[src/hdl/csc_map.svh]
// Bit positions, lengths and reset images of the two configuration chains.
// Assumes the includer uses the positions as part-select bases into chain images.
`ifndef CSC_MAP_SVH
`define CSC_MAP_SVH

`define CSC_GROUP_W 6
`define CSC_MANY_LEN 36
`define CSC_MANY_LAST 3'h5
`define CSC_ONCE_LEN 96
`define CSC_ONCE_LAST 4'hF
`define CSC_MANY_RESET 36'h0
`define CSC_ONCE_RESET 96'h0

// Rewritable chain, position 0 is the first bit shifted through
`define CSC_M_PARITY 0
`define CSC_M_INIT 1
`define CSC_M_SIZE 2
`define CSC_M_ON 6
`define CSC_M_ON_DUP_A 7
`define CSC_M_SIZE_DUP_A 8
`define CSC_M_ON_MBZ 12
`define CSC_M_WH1 15
`define CSC_M_EVICT 16
`define CSC_M_ON_DUP_B 17
`define CSC_M_WH0 18
`define CSC_M_ON_DUP_C 19
`define CSC_M_SD0 22
`define CSC_M_WH0_DUP 23
`define CSC_M_SD21 24
`define CSC_M_BANK 26
`define CSC_M_SIZE_DUP_B 27
`define CSC_M_INIT_DUP 31
`define CSC_M_WSTS 32

// Once_chain chain; positions 0 to 3 stand for the earlier entries
`define CSC_O_CORE 4
`define CSC_O_CPU 8
`define CSC_O_FRAME 11
`define CSC_O_JIT 18
`define CSC_O_FILL_LO 20
`define CSC_O_DV 24
`define CSC_O_BCCLK 28
`define CSC_O_BCFB 30
`define CSC_O_BCLD 38
`define CSC_O_BCPH 54
`define CSC_O_SYSCLK 60
`define CSC_O_SYSFB 62
`define CSC_O_SYSLD 70
`define CSC_O_SYSPH 86
`define CSC_O_RATIO 90
`define CSC_O_FILL_HI 95

`endif

[src/hdl/csc_pkg.sv]
// Types shared by the configuration chain block.
// Assumes the map header supplies all positions and lengths.
package csc_pkg;

    typedef struct packed {
        logic block_parity_ctrl;
        logic init_mode;
        logic [3:0] ext_cache_size;
        logic ext_cache_on;
        logic [1:0] wh_ack_ctrl;
        logic evict_on;
        logic [2:0] set_dirty_ack;
        logic ext_cache_bank_on;
        logic [3:0] init_write_state;
    } csc_many_cfg_t;

    typedef struct packed {
        logic [3:0] fwd_reset_core_delay;
        logic [2:0] fwd_reset_cpu_delay;
        logic [1:0] fwd_reset_frame_delay;
        logic extra_write_cycle;
        logic [4:0] fill_command_delay;
        logic [1:0] data_valid_delay;
        logic [1:0] cache_clock_core_delay;
        logic [7:0] cache_fwd_feedback_sel;
        logic [15:0] cache_fwd_load_vec;
        logic [3:0] cache_fwd_phase_b_en;
        logic [7:0] sysport_fwd_feedback_sel;
        logic [15:0] sysport_fwd_load_vec;
        logic [3:0] sysport_fwd_phase_b_en;
        logic [4:0] frame_ratio_vec;
        logic [1:0] sysport_out_core_delay;
    } csc_once_cfg_t;

    typedef enum logic [1:0] {
        CSC_ST_IDLE = 2'b00,
        CSC_ST_CORE = 2'b01,
        CSC_ST_CPU = 2'b10,
        CSC_ST_FRAME = 2'b11
    } csc_cfr_state_t;

endpackage : csc_pkg

[src/hdl/csc_config_chain.sv]
// Serial configuration chains of the cache and system-port controller.
// Assumes chain writes come from processor logic on CLK_I; fill and
// data-valid inputs are pins and are synchronised here.
//
// Behaviour
// - Multibit fields sit least significant bit first in chain position order, except wh_ack_ctrl, whose bit 0 sits above bit 1.
// - Each data-port write loads six bits; six writes fill the 36-bit chain.
// - Forwarding reset delayed by core, internal-clock and frame-clock counts.
// - Extra write cycle bit adds one core cycle to data-control write path.
// - Fill commands delayed by five-bit core cycle count, split in chain.
// - Incoming data-valid sampling delayed by two-bit count of cache clocks.
// - Two-bit field delays external cache clock by zero to three cycles.
// - Cache forwarded clock gets feedback, load and phase-b vectors.
// - System forwarded clock gets feedback, load and phase-b vectors.
// - Five-bit vector sets frame clock to forwarded clock ratio.
// - Two-bit field delays address and data after outgoing forwarded clock.
// - First rewritable chain bit controls cache block parity calculation.
// - One chain bit enables external cache bank mode.
// - Initialize mode writes use four-bit valid, dirty, shared, parity state.
// - Set-dirty field three bits split; invalidate-to-dirty field two bits split.
// - Duplicate fields must equal their primary field; in init mode the marked enable copies must be zero.
// - Enable bit turns cache on; four-bit size; initialize mode bit.
`timescale 1ns/10ps
`include "csc_map.svh"
module csc_config_chain (
    input wire logic CLK_I, // core clock, 250 MHz
    input wire logic RSTN_I, // synchronous reset, active low
    input wire logic CHAIN_WR_I, // one-cycle write to the chain data port
    input wire logic CHAIN_SEL_I, // 1 selects the once_chain chain
    input wire logic [5:0] CHAIN_DATA_I, // six-bit group
    output csc_pkg::csc_many_cfg_t MANY_CFG_O, // rewritable chain settings
    output csc_pkg::csc_once_cfg_t ONCE_CFG_O, // once_chain chain settings
    output logic MANY_LOADED_O, // rewritable chain holds a full load
    output logic ONCE_LOCKED_O, // once_chain chain full and locked
    output logic LOAD_DONE_O, // pulse after a final group
    output logic DUP_MISMATCH_O, // a duplicate differs from its primary
    output logic INIT_DUP_NONZERO_O, // marked duplicate set in init mode
    input wire logic CFR_REQ_I, // request for a forwarding reset
    input wire logic CPU_INTERNAL_CLOCK_TICK_I, // internal clock edge marker
    input wire logic FRAME_CLOCK_TICK_I, // frame clock edge marker
    output logic CLOCK_FORWARD_RESET_O, // delayed forwarding reset pulse
    input wire logic SYS_FILL_CMD_I, // fill command pin
    output logic FILL_CMD_O, // fill command after delay
    input wire logic SYSTEM_DATA_IN_VALID_I, // data-valid pin
    input wire logic CACHE_CLOCK_TICK_I, // cache clock edge marker
    output logic DATA_VALID_O, // data valid after delay
    input wire logic SYSTEM_DATA_CONTROL_I, // data-control write strobe
    output logic SYSTEM_DATA_CONTROL_O, // strobe with optional extra cycle
    input wire logic CACHE_CLK_I, // cache clock before delay
    output logic CACHE_CLK_O, // cache clock after delay
    input wire logic SYS_ADDR_STB_I, // address/data launch strobe
    output logic SYS_ADDR_STB_O // launch strobe after delay
);

    ////////////////////////////////////////////////////////////////////////
    // Chain shifting

    logic many_wr;
    logic once_wr;
    logic [`CSC_MANY_LEN-1:0] many_sh_r;
    logic [`CSC_MANY_LEN-1:0] many_nxt;
    logic [`CSC_MANY_LEN-1:0] many_img_r;
    logic [2:0] many_cnt_r;
    logic many_loaded_r;
    logic [`CSC_ONCE_LEN-1:0] once_sh_r;
    logic [`CSC_ONCE_LEN-1:0] once_nxt;
    logic [`CSC_ONCE_LEN-1:0] once_img_r;
    logic [3:0] once_cnt_r;
    logic once_locked_r;
    logic load_done_r;

    assign many_wr = CHAIN_WR_I & ~CHAIN_SEL_I;
    // Writes after the lock are dropped without trace
    assign once_wr = CHAIN_WR_I & CHAIN_SEL_I & ~once_locked_r;
    // First group written ends at the top, so pre-reversed groups land in order
    assign many_nxt = {many_sh_r[`CSC_MANY_LEN-7:0], CHAIN_DATA_I};
    assign once_nxt = {once_sh_r[`CSC_ONCE_LEN-7:0], CHAIN_DATA_I};

    always_ff @(posedge CLK_I) begin
        if (!RSTN_I) begin
            many_sh_r <= `CSC_MANY_RESET;
            many_cnt_r <= 3'h0;
        end else if (many_wr) begin
            many_sh_r <= many_nxt;
            many_cnt_r <= (many_cnt_r == `CSC_MANY_LAST) ? 3'h0 : many_cnt_r + 3'h1;
        end
    end

    // Settings change only on the final group, never mid-load
    always_ff @(posedge CLK_I) begin
        if (!RSTN_I) begin
            many_img_r <= `CSC_MANY_RESET;
            many_loaded_r <= 1'b0;
        end else if (many_wr && many_cnt_r == `CSC_MANY_LAST) begin
            many_img_r <= many_nxt;
            many_loaded_r <= 1'b1;
        end
    end

    always_ff @(posedge CLK_I) begin
        if (!RSTN_I) begin
            once_sh_r <= `CSC_ONCE_RESET;
            once_cnt_r <= 4'h0;
        end else if (once_wr) begin
            once_sh_r <= once_nxt;
            once_cnt_r <= once_cnt_r + 4'h1;
        end
    end

    always_ff @(posedge CLK_I) begin
        if (!RSTN_I) begin
            once_img_r <= `CSC_ONCE_RESET;
            once_locked_r <= 1'b0;
        end else if (once_wr && once_cnt_r == `CSC_ONCE_LAST) begin
            once_img_r <= once_nxt;
            once_locked_r <= 1'b1;
        end
    end

    always_ff @(posedge CLK_I) begin
        if (!RSTN_I) begin
            load_done_r <= 1'b0;
        end else begin
            load_done_r <= (many_wr && many_cnt_r == `CSC_MANY_LAST) ||
                           (once_wr && once_cnt_r == `CSC_ONCE_LAST);
        end
    end

    assign MANY_LOADED_O = many_loaded_r;
    assign ONCE_LOCKED_O = once_locked_r;
    assign LOAD_DONE_O = load_done_r;

    ////////////////////////////////////////////////////////////////////////
    // Field decode, least significant bit at lowest position in all fields but wh_ack_ctrl

    always_comb begin
        MANY_CFG_O.block_parity_ctrl = many_img_r[`CSC_M_PARITY];
        MANY_CFG_O.init_mode = many_img_r[`CSC_M_INIT];
        MANY_CFG_O.ext_cache_size = many_img_r[`CSC_M_SIZE +: 4];
        MANY_CFG_O.ext_cache_on = many_img_r[`CSC_M_ON];
        MANY_CFG_O.wh_ack_ctrl = {many_img_r[`CSC_M_WH1], many_img_r[`CSC_M_WH0]};
        MANY_CFG_O.evict_on = many_img_r[`CSC_M_EVICT];
        MANY_CFG_O.set_dirty_ack = {many_img_r[`CSC_M_SD21 +: 2],
                                    many_img_r[`CSC_M_SD0]};
        MANY_CFG_O.ext_cache_bank_on = many_img_r[`CSC_M_BANK];
        MANY_CFG_O.init_write_state = many_img_r[`CSC_M_WSTS +: 4];
    end

    always_comb begin
        ONCE_CFG_O.fwd_reset_core_delay = once_img_r[`CSC_O_CORE +: 4];
        ONCE_CFG_O.fwd_reset_cpu_delay = once_img_r[`CSC_O_CPU +: 3];
        ONCE_CFG_O.fwd_reset_frame_delay = once_img_r[`CSC_O_FRAME +: 2];
        ONCE_CFG_O.extra_write_cycle = once_img_r[`CSC_O_JIT];
        ONCE_CFG_O.fill_command_delay = {once_img_r[`CSC_O_FILL_HI],
                                         once_img_r[`CSC_O_FILL_LO +: 4]};
        ONCE_CFG_O.data_valid_delay = once_img_r[`CSC_O_DV +: 2];
        ONCE_CFG_O.cache_clock_core_delay = once_img_r[`CSC_O_BCCLK +: 2];
        ONCE_CFG_O.cache_fwd_feedback_sel = once_img_r[`CSC_O_BCFB +: 8];
        ONCE_CFG_O.cache_fwd_load_vec = once_img_r[`CSC_O_BCLD +: 16];
        ONCE_CFG_O.cache_fwd_phase_b_en = once_img_r[`CSC_O_BCPH +: 4];
        ONCE_CFG_O.sysport_fwd_feedback_sel = once_img_r[`CSC_O_SYSFB +: 8];
        ONCE_CFG_O.sysport_fwd_load_vec = once_img_r[`CSC_O_SYSLD +: 16];
        ONCE_CFG_O.sysport_fwd_phase_b_en = once_img_r[`CSC_O_SYSPH +: 4];
        ONCE_CFG_O.frame_ratio_vec = once_img_r[`CSC_O_RATIO +: 5];
        ONCE_CFG_O.sysport_out_core_delay = once_img_r[`CSC_O_SYSCLK +: 2];
    end

    ////////////////////////////////////////////////////////////////////////
    // Duplicate checks; the hardware only reads the primary copies

    logic dup_err;
    logic mbz_err;
    logic dup_err_r;
    logic mbz_err_r;
    logic on_bit;

    assign on_bit = many_img_r[`CSC_M_ON];

    always_comb begin
        mbz_err = many_img_r[`CSC_M_INIT] && (many_img_r[`CSC_M_ON_MBZ +: 3] != 3'h0);
        dup_err = (many_img_r[`CSC_M_ON_DUP_A] != on_bit) ||
                  (many_img_r[`CSC_M_ON_DUP_B] != on_bit) ||
                  (many_img_r[`CSC_M_ON_DUP_C +: 3] != {3{on_bit}}) ||
                  (many_img_r[`CSC_M_SIZE_DUP_A +: 4] != many_img_r[`CSC_M_SIZE +: 4]) ||
                  (many_img_r[`CSC_M_SIZE_DUP_B +: 4] != many_img_r[`CSC_M_SIZE +: 4]) ||
                  (many_img_r[`CSC_M_WH0_DUP] != many_img_r[`CSC_M_WH0]) ||
                  (many_img_r[`CSC_M_INIT_DUP] != many_img_r[`CSC_M_INIT]);
        // Marked copies follow the enable outside init mode
        if (!many_img_r[`CSC_M_INIT] && (many_img_r[`CSC_M_ON_MBZ +: 3] != {3{on_bit}})) begin
            dup_err = 1'b1;
        end
    end

    always_ff @(posedge CLK_I) begin
        if (!RSTN_I) begin
            dup_err_r <= 1'b0;
            mbz_err_r <= 1'b0;
        end else begin
            dup_err_r <= many_loaded_r && dup_err;
            mbz_err_r <= many_loaded_r && mbz_err;
        end
    end

    assign DUP_MISMATCH_O = dup_err_r;
    assign INIT_DUP_NONZERO_O = mbz_err_r;

    ////////////////////////////////////////////////////////////////////////
    // Forwarding reset delay: core cycles, then internal ticks, then frame ticks

    csc_pkg::csc_cfr_state_t cfr_st_r;
    logic [3:0] cfr_cnt_r;
    logic cfr_pulse_r;

    always_ff @(posedge CLK_I) begin
        if (!RSTN_I) begin
            cfr_st_r <= csc_pkg::CSC_ST_IDLE;
            cfr_cnt_r <= 4'h0;
            cfr_pulse_r <= 1'b0;
        end else begin
            cfr_pulse_r <= 1'b0;
            case (cfr_st_r)
                csc_pkg::CSC_ST_IDLE: begin
                    // Requests while a delay runs are ignored
                    if (CFR_REQ_I) begin
                        cfr_st_r <= csc_pkg::CSC_ST_CORE;
                        cfr_cnt_r <= ONCE_CFG_O.fwd_reset_core_delay;
                    end
                end
                csc_pkg::CSC_ST_CORE: begin
                    if (cfr_cnt_r == 4'h0) begin
                        cfr_st_r <= csc_pkg::CSC_ST_CPU;
                        cfr_cnt_r <= {1'b0, ONCE_CFG_O.fwd_reset_cpu_delay};
                    end else begin
                        cfr_cnt_r <= cfr_cnt_r - 4'h1;
                    end
                end
                csc_pkg::CSC_ST_CPU: begin
                    if (cfr_cnt_r == 4'h0) begin
                        cfr_st_r <= csc_pkg::CSC_ST_FRAME;
                        cfr_cnt_r <= {2'b00, ONCE_CFG_O.fwd_reset_frame_delay};
                    end else if (CPU_INTERNAL_CLOCK_TICK_I) begin
                        cfr_cnt_r <= cfr_cnt_r - 4'h1;
                    end
                end
                csc_pkg::CSC_ST_FRAME: begin
                    if (cfr_cnt_r == 4'h0) begin
                        cfr_st_r <= csc_pkg::CSC_ST_IDLE;
                        cfr_pulse_r <= 1'b1;
                    end else if (FRAME_CLOCK_TICK_I) begin
                        cfr_cnt_r <= cfr_cnt_r - 4'h1;
                    end
                end
                default: begin
                    cfr_st_r <= csc_pkg::CSC_ST_IDLE;
                end
            endcase
        end
    end

    assign CLOCK_FORWARD_RESET_O = cfr_pulse_r;

    ////////////////////////////////////////////////////////////////////////
    // Pin synchronisers and programmable delays

    logic fill_meta_r;
    logic fill_s_r;
    logic dv_meta_r;
    logic dv_s_r;

    always_ff @(posedge CLK_I) begin
        if (!RSTN_I) begin
            fill_meta_r <= 1'b0;
            fill_s_r <= 1'b0;
            dv_meta_r <= 1'b0;
            dv_s_r <= 1'b0;
        end else begin
            fill_meta_r <= SYS_FILL_CMD_I;
            fill_s_r <= fill_meta_r;
            dv_meta_r <= SYSTEM_DATA_IN_VALID_I;
            dv_s_r <= dv_meta_r;
        end
    end

    csc_tap_delay #(.SELW(5)) u_fill_dly (
        .clk_i(CLK_I),
        .rstn_i(RSTN_I),
        .step_i(1'b1),
        .sel_i(ONCE_CFG_O.fill_command_delay),
        .d_i(fill_s_r),
        .q_o(FILL_CMD_O)
    );

    // Steps on cache clock markers, so the delay is in cache clocks
    csc_tap_delay #(.SELW(2)) u_dv_dly (
        .clk_i(CLK_I),
        .rstn_i(RSTN_I),
        .step_i(CACHE_CLOCK_TICK_I),
        .sel_i(ONCE_CFG_O.data_valid_delay),
        .d_i(dv_s_r),
        .q_o(DATA_VALID_O)
    );

    csc_tap_delay #(.SELW(1)) u_dc_dly (
        .clk_i(CLK_I),
        .rstn_i(RSTN_I),
        .step_i(1'b1),
        .sel_i(ONCE_CFG_O.extra_write_cycle),
        .d_i(SYSTEM_DATA_CONTROL_I),
        .q_o(SYSTEM_DATA_CONTROL_O)
    );

    csc_tap_delay #(.SELW(2)) u_cclk_dly (
        .clk_i(CLK_I),
        .rstn_i(RSTN_I),
        .step_i(1'b1),
        .sel_i(ONCE_CFG_O.cache_clock_core_delay),
        .d_i(CACHE_CLK_I),
        .q_o(CACHE_CLK_O)
    );

    csc_tap_delay #(.SELW(2)) u_stb_dly (
        .clk_i(CLK_I),
        .rstn_i(RSTN_I),
        .step_i(1'b1),
        .sel_i(ONCE_CFG_O.sysport_out_core_delay),
        .d_i(SYS_ADDR_STB_I),
        .q_o(SYS_ADDR_STB_O)
    );

    ////////////////////////////////////////////////////////////////////////
    // Assertions

    AST_MANY_HOLD: assert property (@(posedge CLK_I) disable iff (!RSTN_I)
        !(many_wr && many_cnt_r == 3'h5) |=> $stable(MANY_CFG_O))
        else $error("rewritable settings changed before final group");

    AST_MANY_WRAP: assert property (@(posedge CLK_I) disable iff (!RSTN_I)
        (many_wr && many_cnt_r == 3'h5) |=> (many_cnt_r == 3'h0) && MANY_LOADED_O && LOAD_DONE_O)
        else $error("sixth group did not complete the load");

    AST_SIZE_LSB: assert property (@(posedge CLK_I) disable iff (!RSTN_I)
        (many_wr && many_cnt_r == 3'h5) |=>
            MANY_CFG_O.ext_cache_size == $past(CHAIN_DATA_I[5:2]) &&
            MANY_CFG_O.block_parity_ctrl == $past(CHAIN_DATA_I[0]))
        else $error("size or parity bit taken from wrong position");

    AST_ON_BIT: assert property (@(posedge CLK_I) disable iff (!RSTN_I)
        (many_wr && many_cnt_r == 3'h5) |=> MANY_CFG_O.ext_cache_on == $past(many_sh_r[0]))
        else $error("enable bit taken from wrong position");

    AST_WSTS: assert property (@(posedge CLK_I) disable iff (!RSTN_I)
        (many_wr && many_cnt_r == 3'h5) |=>
            MANY_CFG_O.init_write_state == $past(many_sh_r[29:26]))
        else $error("init write state taken from wrong position");

    AST_ONCE_LOCK: assert property (@(posedge CLK_I) disable iff (!RSTN_I)
        ONCE_LOCKED_O |=> ONCE_LOCKED_O && $stable(ONCE_CFG_O))
        else $error("once_chain settings changed after lock");

    AST_CFR_CORE: assert property (@(posedge CLK_I) disable iff (!RSTN_I)
        (cfr_st_r == csc_pkg::CSC_ST_IDLE && CFR_REQ_I &&
         ONCE_CFG_O.fwd_reset_core_delay == 4'h2) |=>
            (cfr_st_r == csc_pkg::CSC_ST_CORE) [*3] ##1 (cfr_st_r == csc_pkg::CSC_ST_CPU))
        else $error("core-cycle phase has wrong length");

    AST_CFR_ALL_ZERO: assert property (@(posedge CLK_I) disable iff (!RSTN_I)
        (cfr_st_r == csc_pkg::CSC_ST_IDLE && CFR_REQ_I &&
         ONCE_CFG_O.fwd_reset_core_delay == 4'h0 &&
         ONCE_CFG_O.fwd_reset_cpu_delay == 3'h0 &&
         ONCE_CFG_O.fwd_reset_frame_delay == 2'h0)
            |-> ##4 CLOCK_FORWARD_RESET_O)
        else $error("forwarding reset not issued after minimum delay");

    AST_EXTRA_CYCLE: assert property (@(posedge CLK_I) disable iff (!RSTN_I)
        (ONCE_LOCKED_O && ONCE_CFG_O.extra_write_cycle) |=>
            SYSTEM_DATA_CONTROL_O == $past(SYSTEM_DATA_CONTROL_I))
        else $error("extra write cycle not added");

    AST_FILL_DLY: assert property (@(posedge CLK_I) disable iff (!RSTN_I)
        (ONCE_LOCKED_O && ONCE_CFG_O.fill_command_delay == 5'h11) |->
            ##17 FILL_CMD_O == $past(fill_s_r, 17))
        else $error("fill command delay wrong");

    AST_DV_ZERO: assert property (@(posedge CLK_I) disable iff (!RSTN_I)
        (ONCE_CFG_O.data_valid_delay == 2'h0) |-> DATA_VALID_O == dv_s_r)
        else $error("data valid delayed with zero setting");

    // Only meaningful once two cache clock markers have passed in a row
    AST_DV_DLY: assert property (@(posedge CLK_I) disable iff (!RSTN_I)
        (ONCE_LOCKED_O && ONCE_CFG_O.data_valid_delay == 2'h2 &&
         $past(CACHE_CLOCK_TICK_I) && $past(CACHE_CLOCK_TICK_I, 2)) |->
            DATA_VALID_O == $past(dv_s_r, 2))
        else $error("data valid delay wrong");

    AST_CCLK_DLY: assert property (@(posedge CLK_I) disable iff (!RSTN_I)
        (ONCE_LOCKED_O && ONCE_CFG_O.cache_clock_core_delay == 2'h1) |=>
            CACHE_CLK_O == $past(CACHE_CLK_I))
        else $error("cache clock delay wrong");

    AST_STB_DLY: assert property (@(posedge CLK_I) disable iff (!RSTN_I)
        (ONCE_LOCKED_O && ONCE_CFG_O.sysport_out_core_delay == 2'h3) |->
            ##3 SYS_ADDR_STB_O == $past(SYS_ADDR_STB_I, 3))
        else $error("launch strobe delay wrong");

    COV_MANY_LOAD: cover property (@(posedge CLK_I) disable iff (!RSTN_I)
        $rose(MANY_LOADED_O));
    COV_ONCE_LOCK: cover property (@(posedge CLK_I) disable iff (!RSTN_I)
        $rose(ONCE_LOCKED_O));
    COV_CFR: cover property (@(posedge CLK_I) disable iff (!RSTN_I)
        CLOCK_FORWARD_RESET_O);
    COV_DUP: cover property (@(posedge CLK_I) disable iff (!RSTN_I)
        $rose(DUP_MISMATCH_O));

endmodule : csc_config_chain

[src/hdl/csc_tap_delay.sv]
// Programmable delay line: output is the input delayed by sel_i steps.
// Assumes step_i is a same-clock qualifier; sel_i held stable while in use.
`timescale 1ns/10ps
module csc_tap_delay #(
    parameter int SELW = 2,
    parameter int DEPTH = (1 << SELW) - 1
) (
    input wire logic clk_i, // core clock
    input wire logic rstn_i, // synchronous reset, active low
    input wire logic step_i, // advance the line by one step
    input wire logic [SELW-1:0] sel_i, // delay in steps
    input wire logic d_i, // signal in
    output logic q_o // delayed signal
);
    logic [DEPTH:0] line;

    assign line[0] = d_i;

    always_ff @(posedge clk_i) begin
        if (!rstn_i) begin
            line[DEPTH:1] <= '0;
        end else if (step_i) begin
            line[DEPTH:1] <= line[DEPTH-1:0];
        end
    end

    // Zero delay passes straight through, so the output is not always a flop
    assign q_o = line[sel_i];

endmodule : csc_tap_delay

[config.mk]
export PLATFORM = sky130hd
export DESIGN_NAME = csc_config_chain
export DESIGN_NICKNAME = d
export VERILOG_FILES = /design/src/hdl/csc_pkg.sv /design/src/hdl/csc_config_chain.sv /design/src/hdl/csc_tap_delay.sv
export VERILOG_INCLUDE_DIRS = /design/src /design/src/hdl
export SDC_FILE = /design/constraint.sdc
export NUM_CORES = 1
export LEC_CHECK = 0
export BUFFER_PORTS_ARGS = -buffer_cell sky130_fd_sc_hd__buf_2
export CAP_MARGIN = 20
export CORE_MARGIN = 8
export CORE_UTILIZATION = 44
export DETAILED_ROUTE_END_ITERATION = 10
export PLACE_DENSITY_LB_ADDON = 0.2
export SYNTH_ARGS = -nofsm -noshare
export SYNTH_HDL_FRONTEND = slang
export SYNTH_HIERARCHICAL = 1
export SYNTH_SLANG_ARGS = --single-unit
[constraint.sdc]
create_clock -name CLK_I -period 1.88 [get_ports CLK_I]
set_input_delay 0.376 -clock CLK_I [delete_from_list [all_inputs] [get_ports CLK_I]]
set_output_delay 0.376 -clock CLK_I [all_outputs]
set_load 0.005 [all_outputs]
==> key figures, run 1 <==
Clock network
  – TritonCTS clock tree: done
  – CTS Hold Buffers Added: 0
  – CTS Buf Count: 34
  – Clk_lat worst skew: 490 ps
  – Root Buffer: clkbuf_16
  – Clock Path Buffers: 3
  – # clock sinks: 302
  – CTS clk-pin slew, worst paths: 50 ps
  – H-tree Lvls: 2

Layout
  – Ant diodes: 0
  – Fillers: 2504
  – # nets final: 1498
  – Non-Filler Instances: 1827
  – Share of cells above drive strength 1: 16.22%
  – Area added between synthesis and finish: 19.01%

Die
  – Starting density of the core: 44.41%
  – Row cnt: 59
  – IO Pins: 130
  – Die Ht: 177.5 um
  – Core ar.: 25840 um2
  – Die area: 31500 um2
  – Die Wd: 177.5 um

Timing
  – Max-slew violations: 0
  – Final hold vios: 0
  – Final setup TNS: -415.1 ps
  – Period utilisation layout: 122.1%
  – Final min period: 2295 ps
  – Fmax: 0.4357 GHz
  – Worst hold slack: 97.21 ps
  – Unrepaired setup endpoints after global routing: yes
  – Clock Skew: 14.30 ps
  – Final WS setup: -415.1 ps
  – Final setup fails: 1

Worst hold path
  – Cells on Worst Hold Path: 2
  – Hold Path End: fill_meta_r
  – Min-Delay Path Class: primary input to register
  – HP Start: SYS_FILL_CMD_I

Logic synthesis
  – Mapped Avg Cell Area: 8.376 um2
  – Yosys reg bits: 302
  – Top post-synthesis cells by area: dfxtp_1, nand2_1, a21oi_1, mux2i_1, nor2b_1
  – Yosys Warn Count: 6
  – Post-synth EDFFs: 0
  – Cell count after synthesis: 1370
  – Unique cell type count in the Yosys netlist: 58
  – Fraction of registers with async set/reset: 0%
  – Post-synthesis sequential area ratio: 52.69%
  – Post-synth top flop: dfxtp_1
  – Cell Area, Synth: 11470 um2
  – Top cell type's share of synthesized area: 52.69%
  – Leading area contributor after synthesis: dfxtp_1

Detailed routing
  – DRT Pass-1 Iters: 7
  – Via count: 9233
  – Drc violations: 0
  – Vias per cell: 5.054
  – Final wirelength: 26490 um
  – DR iter-0 viols: 605
  – Antenna Nets Post-Route: 0
  – WL/cell: 14.50 um

Placement
  – Placed cell count: 1765
  – Hpwl dp: 17100 um
  – Port bufs: 129
  – Pre-CTS setup slack: 10.63 ps
  – RePlAce Congestion: 0.8432

Worst setup path
  – Critical path fanouts, max: 7
  – Required @ worst endpoint: 1500 ps
  – Critical Path Start Type: register
  – Worst EP arrival: 1920 ps
  – R2R setup slack: 190 ps
  – Reg-to-reg startpoint: cfr_cnt_r[0]
  – R2R depth: 6
  – Worst Setup SP: once_img_r[21]
  – Kind of critical path: register to output port
  – Crit end category: output port
  – RR Endpoint: cfr_cnt_r[3]

Flow run
  – Max_cap viols: 0

Global route
  – Initial antenna violation count: 1
  – Vias in the first global route: 8709
  – Global-route wire length before repair: 43930 um
  – GR Overflow Total: 0
  – GRT Overall Usage: 16.54%
  – Maximum number of pins on one net before global-route repair: 56

Run status
  – Failing checks: setup timing
  – Status: finished with violations

Power and ir drop
  – Maximum vdd ir drop: 0.0006357 V
  – Leakage: 5.088 nW
  – Pwr/cell area: 1050 nW/um2
  – PnR Total Power: 14.34 mW
## worst max-delay path: stages (launching register included)
cell and delay (ps):
dfxtp_4 370, buf_12 130, mux2i_1 210, a22oi_1 90, nand4b_1 100, a21oi_1 50, a311o_1 350, buf_2 140
## what timing repair did
item | 4_1_cts | 5_1_grt
endpoints found under the setup margin | 4 | 4
buffers inserted | 3 | 2
gates cloned | 0 | 1
gates resized for setup | 4 | 4
## cell families after synthesis
group	count (synthesis)	synth area share [%]
DFF	302	52.69
and+or+nand+nor	601	22.12
buffers and inverters	117	5.452
xor gates and xnor gates	5	0.3817
adders and majority gates	7	0.7632
other	1	0.03268
AOI/OAI and AO/OA	275	12.78
muxes	62	5.779
## routing by layer
layer | vias up | wire, um | GRT usage [%] | share of wire, %
met3 | 41 | 1499 | 3.766 | 5.7
met4 | 2 | 530 | 4.932 | 2.0
met5 | - | 13 | 0 | 0.049
met1 | 4308 | 12470 | 22.23 | 47
met2 | 195 | 11980 | 26.11 | 45
li1 | 4687 | - | - | -
## synth_stat cells, drive strengths merged (6+ instances only)
cell type / n
nor3: 6
buf: 57
mux2i: 58
nor2b: 43
nor2: 16
clkbuf: 51
inv: 9
a21oi: 247
dfxtp: 302
ha: 7
nand3: 7
nand2: 493
## cell usage in the layout, fill, tap and decap left out, drive strengths merged, types with 2 or more instances in the layout
cell type  synthesis  routed
a22oi              4       4
buf               57     166
ha                 7       7
mux4               3       3
xor2               3       3
dfxtp            302     302
a22o               2       2
o21ai              2       2
o32ai              2       2
clkinvlp           0       2
o211ai             2       2
nand3b             2       2
nor3               6       6
nand2b             3       3
and2               5       5
o31ai              3       3
a211oi             2       2
a21oi            247     247
mux2i             58      58
nand3              7       7
clkinv             0       8
conb               1       8
nand4              4       4
nor3b              2       2
bufinv             0       5
a221oi             2       2
nor2              16      16
nor4               3       3
clkbuf            51      42
or3b               2       2
inv                9       9
or3                5       5
xnor2              2       2
and3               2       2
nor2b             43      43
nand2            493     493
## worst max path at each step
stage	to	cells past startpoint	slack, ps
floorplan	cfr_cnt_r[0]	6	180
global placement	FILL_CMD_O	7	70
detailed placement	FILL_CMD_O	7	10
CTS	FILL_CMD_O	7	-450
global route	FILL_CMD_O	7	-470
finish	FILL_CMD_O	7	-420
## registers in the layout, indices dropped and copies added (netlist names), 4 cells and up
| register | count |
|---|---|
| u_fill_dly/line | 31 |
| once_cnt_r | 4 |
| many_img_r | 36 |
| once_sh_r | 90 |
| once_img_r | 82 |
| cfr_cnt_r | 4 |
| many_sh_r | 30 |
## through the flow
stage	utilization [%]	cell area (um2)
6_report	52.85	13660
5_1_grt	52.85	13660
4_1_cts	52.66	13610
3_5_place_dp	48.10	12430
3_3_place_gp	48.10	12430
2_1_floorplan	-	11500
## where the power goes
part | leakage, nW | internal [mW] | switching (mW) | total (mW)
Clock | 0.566 | 4.23 | 2.57 | 6.80
Combinational | 2.08 | 0.419 | 0.582 | 1.00
Sequential | 2.44 | 6.48 | 0.0684 | 6.54
## area by class of cell
type | count | area (um2) | area share, %
Clock buffer | 41 | 938.4 | 6.872
Clock inverter | 15 | 212.7 | 1.558
Inverter | 9 | 38.79 | 0.2840
Multi-Input combinational cell | 958 | 4841 | 35.45
Sequential cell | 302 | 6057 | 44.36
Tap cell | 335 | 419.2 | 3.069
Timing Repair Buffer | 167 | 1149 | 8.411
Note: power is estimated with default switching activity, not from simulation.
==> run 2, diff against run 1 <==
--- a/config.mk
+++ b/config.mk
@@ -6,6 +6,7 @@
 export SDC_FILE = /design/constraint.sdc
 export NUM_CORES = 1
 export LEC_CHECK = 0
+export ABC_AREA = 1
 export BUFFER_PORTS_ARGS = -buffer_cell sky130_fd_sc_hd__buf_2
 export CAP_MARGIN = 20
 export CORE_MARGIN = 8
==> key figures, run 2 <==
Run status
  – Status: finished with violations
  – Failing checks: setup timing

Logic synthesis
  – Leading area contributor after synthesis: dfxtp_1
  – Commonest cells in the netlist: nor2_1, dfxtp_1, o21ai_0
  – Yosys Warn Count: 6
  – Count leader, synth: nor2_1
  – Post-synth EDFFs: 0
  – Post-synth top flop: dfxtp_1
  – Top cell type's share of synthesized area: 52.81%
  – Cell count after synthesis: 1500
  – Unique cell type count in the Yosys netlist: 31
  – Yosys reg bits: 302
  – Fraction of registers with async set/reset: 0%
  – Post-synthesis sequential area ratio: 52.81%
  – Mapped Avg Cell Area: 7.632 um2
  – Top post-synthesis cells by area: dfxtp_1, nor2_1, o21ai_0, nand2_1, nand3_1
  – Cell Area, Synth: 11450 um2

Timing
  – Final setup fails: 1
  – Final hold vios: 0
  – Slew margin rel.: 64.96%
  – Worst-Margin Slew: 525.1 ps
  – Unrepaired setup endpoints after global routing: yes
  – Final setup TNS: -252.9 ps
  – Final WS setup: -252.9 ps
  – Fmax: 0.4689 GHz
  – Max-slew violations: 0
  – Period utilisation layout: 113.5%
  – Final min period: 2133 ps
  – Clock Skew: 16.88 ps

Global route
  – Vias in the first global route: 8855
  – GRT Overall Usage: 16.54%
  – Met3 usage: 3.404%
  – Layer with the highest usage: met2
  – GR Overflow Total: 0
  – Initial antenna violation count: 0
  – Met2 usage: 27.02%
  – Maximum number of pins on one net before global-route repair: 101
  – Met1 Usage GRT: 21.41%
  – Global-route wire length before repair: 43670 um

Power and ir drop
  – Switching Fraction: 24.26%
  – Pwr/cell area: 1086 nW/um2
  – Maximum vdd ir drop: 0.0006210 V
  – Power Internal: 11.18 mW
  – Logic gate share of total power: 8.8%
  – Leakage: 5.852 nW
  – PnR Total Power: 14.76 mW
  – Flop pwr share: 46.6%
  – Switching Power: 3.582 mW
  – Clock power share: 44.6%

Clock network
  – Clk_lat worst skew: 510 ps
  – TritonCTS clock tree: done
  – CTS clk-pin slew, worst paths: 60 ps
  – CTS Buf Count: 34
  – H-tree Lvls: 2
  – Clock Path Buffers: 3
  – Root Buffer: clkbuf_16
  – CTS Hold Buffers Added: 0
  – # clock sinks: 302

Placement
  – Port bufs: 129
  – Placed cell count: 1896
  – RePlAce Congestion: 0.8173
  – Hpwl dp: 16950 um

Die
  – Die area: 31440 um2
  – Die Wd: 177.3 um
  – IO Pins: 130
  – Row cnt: 59
  – Core ar.: 25840 um2
  – Die Ht: 177.3 um
  – Starting density of the core: 44.31%

Worst setup path
  – CP top delay family: simple AND/OR/NAND/NOR gates
  – Crit end category: output port
  – Critical path fanouts, max: 5
  – Buf+Inv Stages, Crit Path: 3
  – Worst EP arrival: 1760 ps
  – Top cell by count, worst path: nand2_1
  – Required @ worst endpoint: 1500 ps
  – Slowest cell on crit path: dfxtp_4
  – Crit-path max cell delay: 360 ps
  – Kind of critical path: register to output port
  – CP Cell Sequence: buf_12, clkbuf_16, nand2_1, nand3_1, nand3_1, nand2_1, nand2_1, nand2_1, nand2_1, nand2_1, buf_2
  – Critical Path Start Type: register

Layout
  – Share of cells above drive strength 1: 15.30%
  – Commonest cells after routing, fill and taps aside: nor2_1, dfxtp_1, o21ai_0
  – Largest register FFs: 90
  – Most common cell after layout, fill and taps aside: nor2_1
  – Most flops, register: once_sh_r
  – Largest regs: once_sh_r (90), once_img_r (82), many_img_r (36)
  – # nets final: 1629
  – Ant diodes: 0
  – Area added between synthesis and finish: 18.71%
  – Non-Filler Instances: 1962
  – Fillers: 2547

Detailed routing
  – Via count: 9611
  – Antenna Nets Post-Route: 0
  – Vias per cell: 4.899
  – DRT Pass-1 Iters: 5
  – DR iter-0 viols: 644
  – Drc violations: 0
  – WL/cell: 13.68 um
  – Final wirelength: 26830 um

Worst hold path
  – Min-Delay Path Class: primary input to register

Flow run
  – Max_cap viols: 0
[run 2: changes by cell type after synthesis, moves of 7 or more]
cell      previous run  this run
clkbuf_2             0         7
buf_2               28        21
nand3_1              7        69
nand2_1            493       116
a21oi_1            247        49
mux2i_1             58         0
o21ai_1              0        60
buf_8                0         9
nor2b_1             43         0
o21ai_0              2       222
nor2_1              16       450
inv_1                8        81
[run 2: kinds of logic after synthesis]
group                      synth area share [%]
buffers and inverters                     8.579
other                                   0.03276
DFF                                       52.81
adders and majority gates                0.7650
AOI/OAI and AO/OA                         15.14
xor gates and xnor gates                 0.3061
and+or+nand+nor                           22.37
[run 2: layout make-up]
cell class                 count  area (um2)  share of cell area (%)
multi-input combinational   1015        4552                   33.49
inverter                      87       340.3                   2.504
clock inverter                13       121.4                  0.8930
clock buffer                  47        1003                   7.384
timing repair buffer         162        1092                   8.037
tap                          335       419.2                   3.084
sequential                   302        6051                   44.52
timing repair inverter         1       11.26                 0.08286
[run 2: through the flow]
stage	util [%]	hold WS (ps)	area [um2]	setup slack, ps
5_1_grt	52.60	64.75	13590	-347.7
2_1_floorplan	-	390.5	11500	381.5
4_1_cts	52.04	41.64	13450	-223.6
3_5_place_dp	47.48	396.9	12270	164.5
6_report	52.60	58.35	13590	-252.9
3_3_place_gp	47.48	402.5	12270	155.3
[run 2: metal layers]
layer / vias up / part of all wire, %
met1: 4374 / 47
li1: 5011 / -
met3: 52 / 5.1
met5: - / 0
met2: 174 / 46
met4: 0 / 2.7
[run 2: power by group through the flow]
stage	registers, mW	logic (mW)	clock network, mW
after floorplan	6.97	0.996	0
after global placement	7.02	1.25	0
after detailed placement	7.02	1.28	0
after CTS	6.88	1.28	6.74
after global routing	6.92	1.50	7.01
final	6.89	1.29	6.59
[run 2: worst min-delay path, stage by stage]
cell and delay (ps):
buf_2 80, nand2_1 40, inv_1 40
[run 2: final timing paths]
kind,start,endpoint,slack (ps),cells past startpoint
worst max register to register,cfr_st_r[0],cfr_cnt_r[3],220,9
worst max-delay path,once_img_r[20],FILL_CMD_O,-250,11
worst min register to register,dv_meta_r,dv_s_r,410,2
worst min-delay path,SYS_FILL_CMD_I,fill_meta_r,60,3
[run 2: repair_timing]
item                                    in CTS  in global routing
endpoints found under the setup margin       1                  1
pin swaps                                    0                 18
endpoints found under the hold margin        0                  0
resized for setup                            7                 18
gates cloned                                 2                  2
buffers inserted                             0                  2
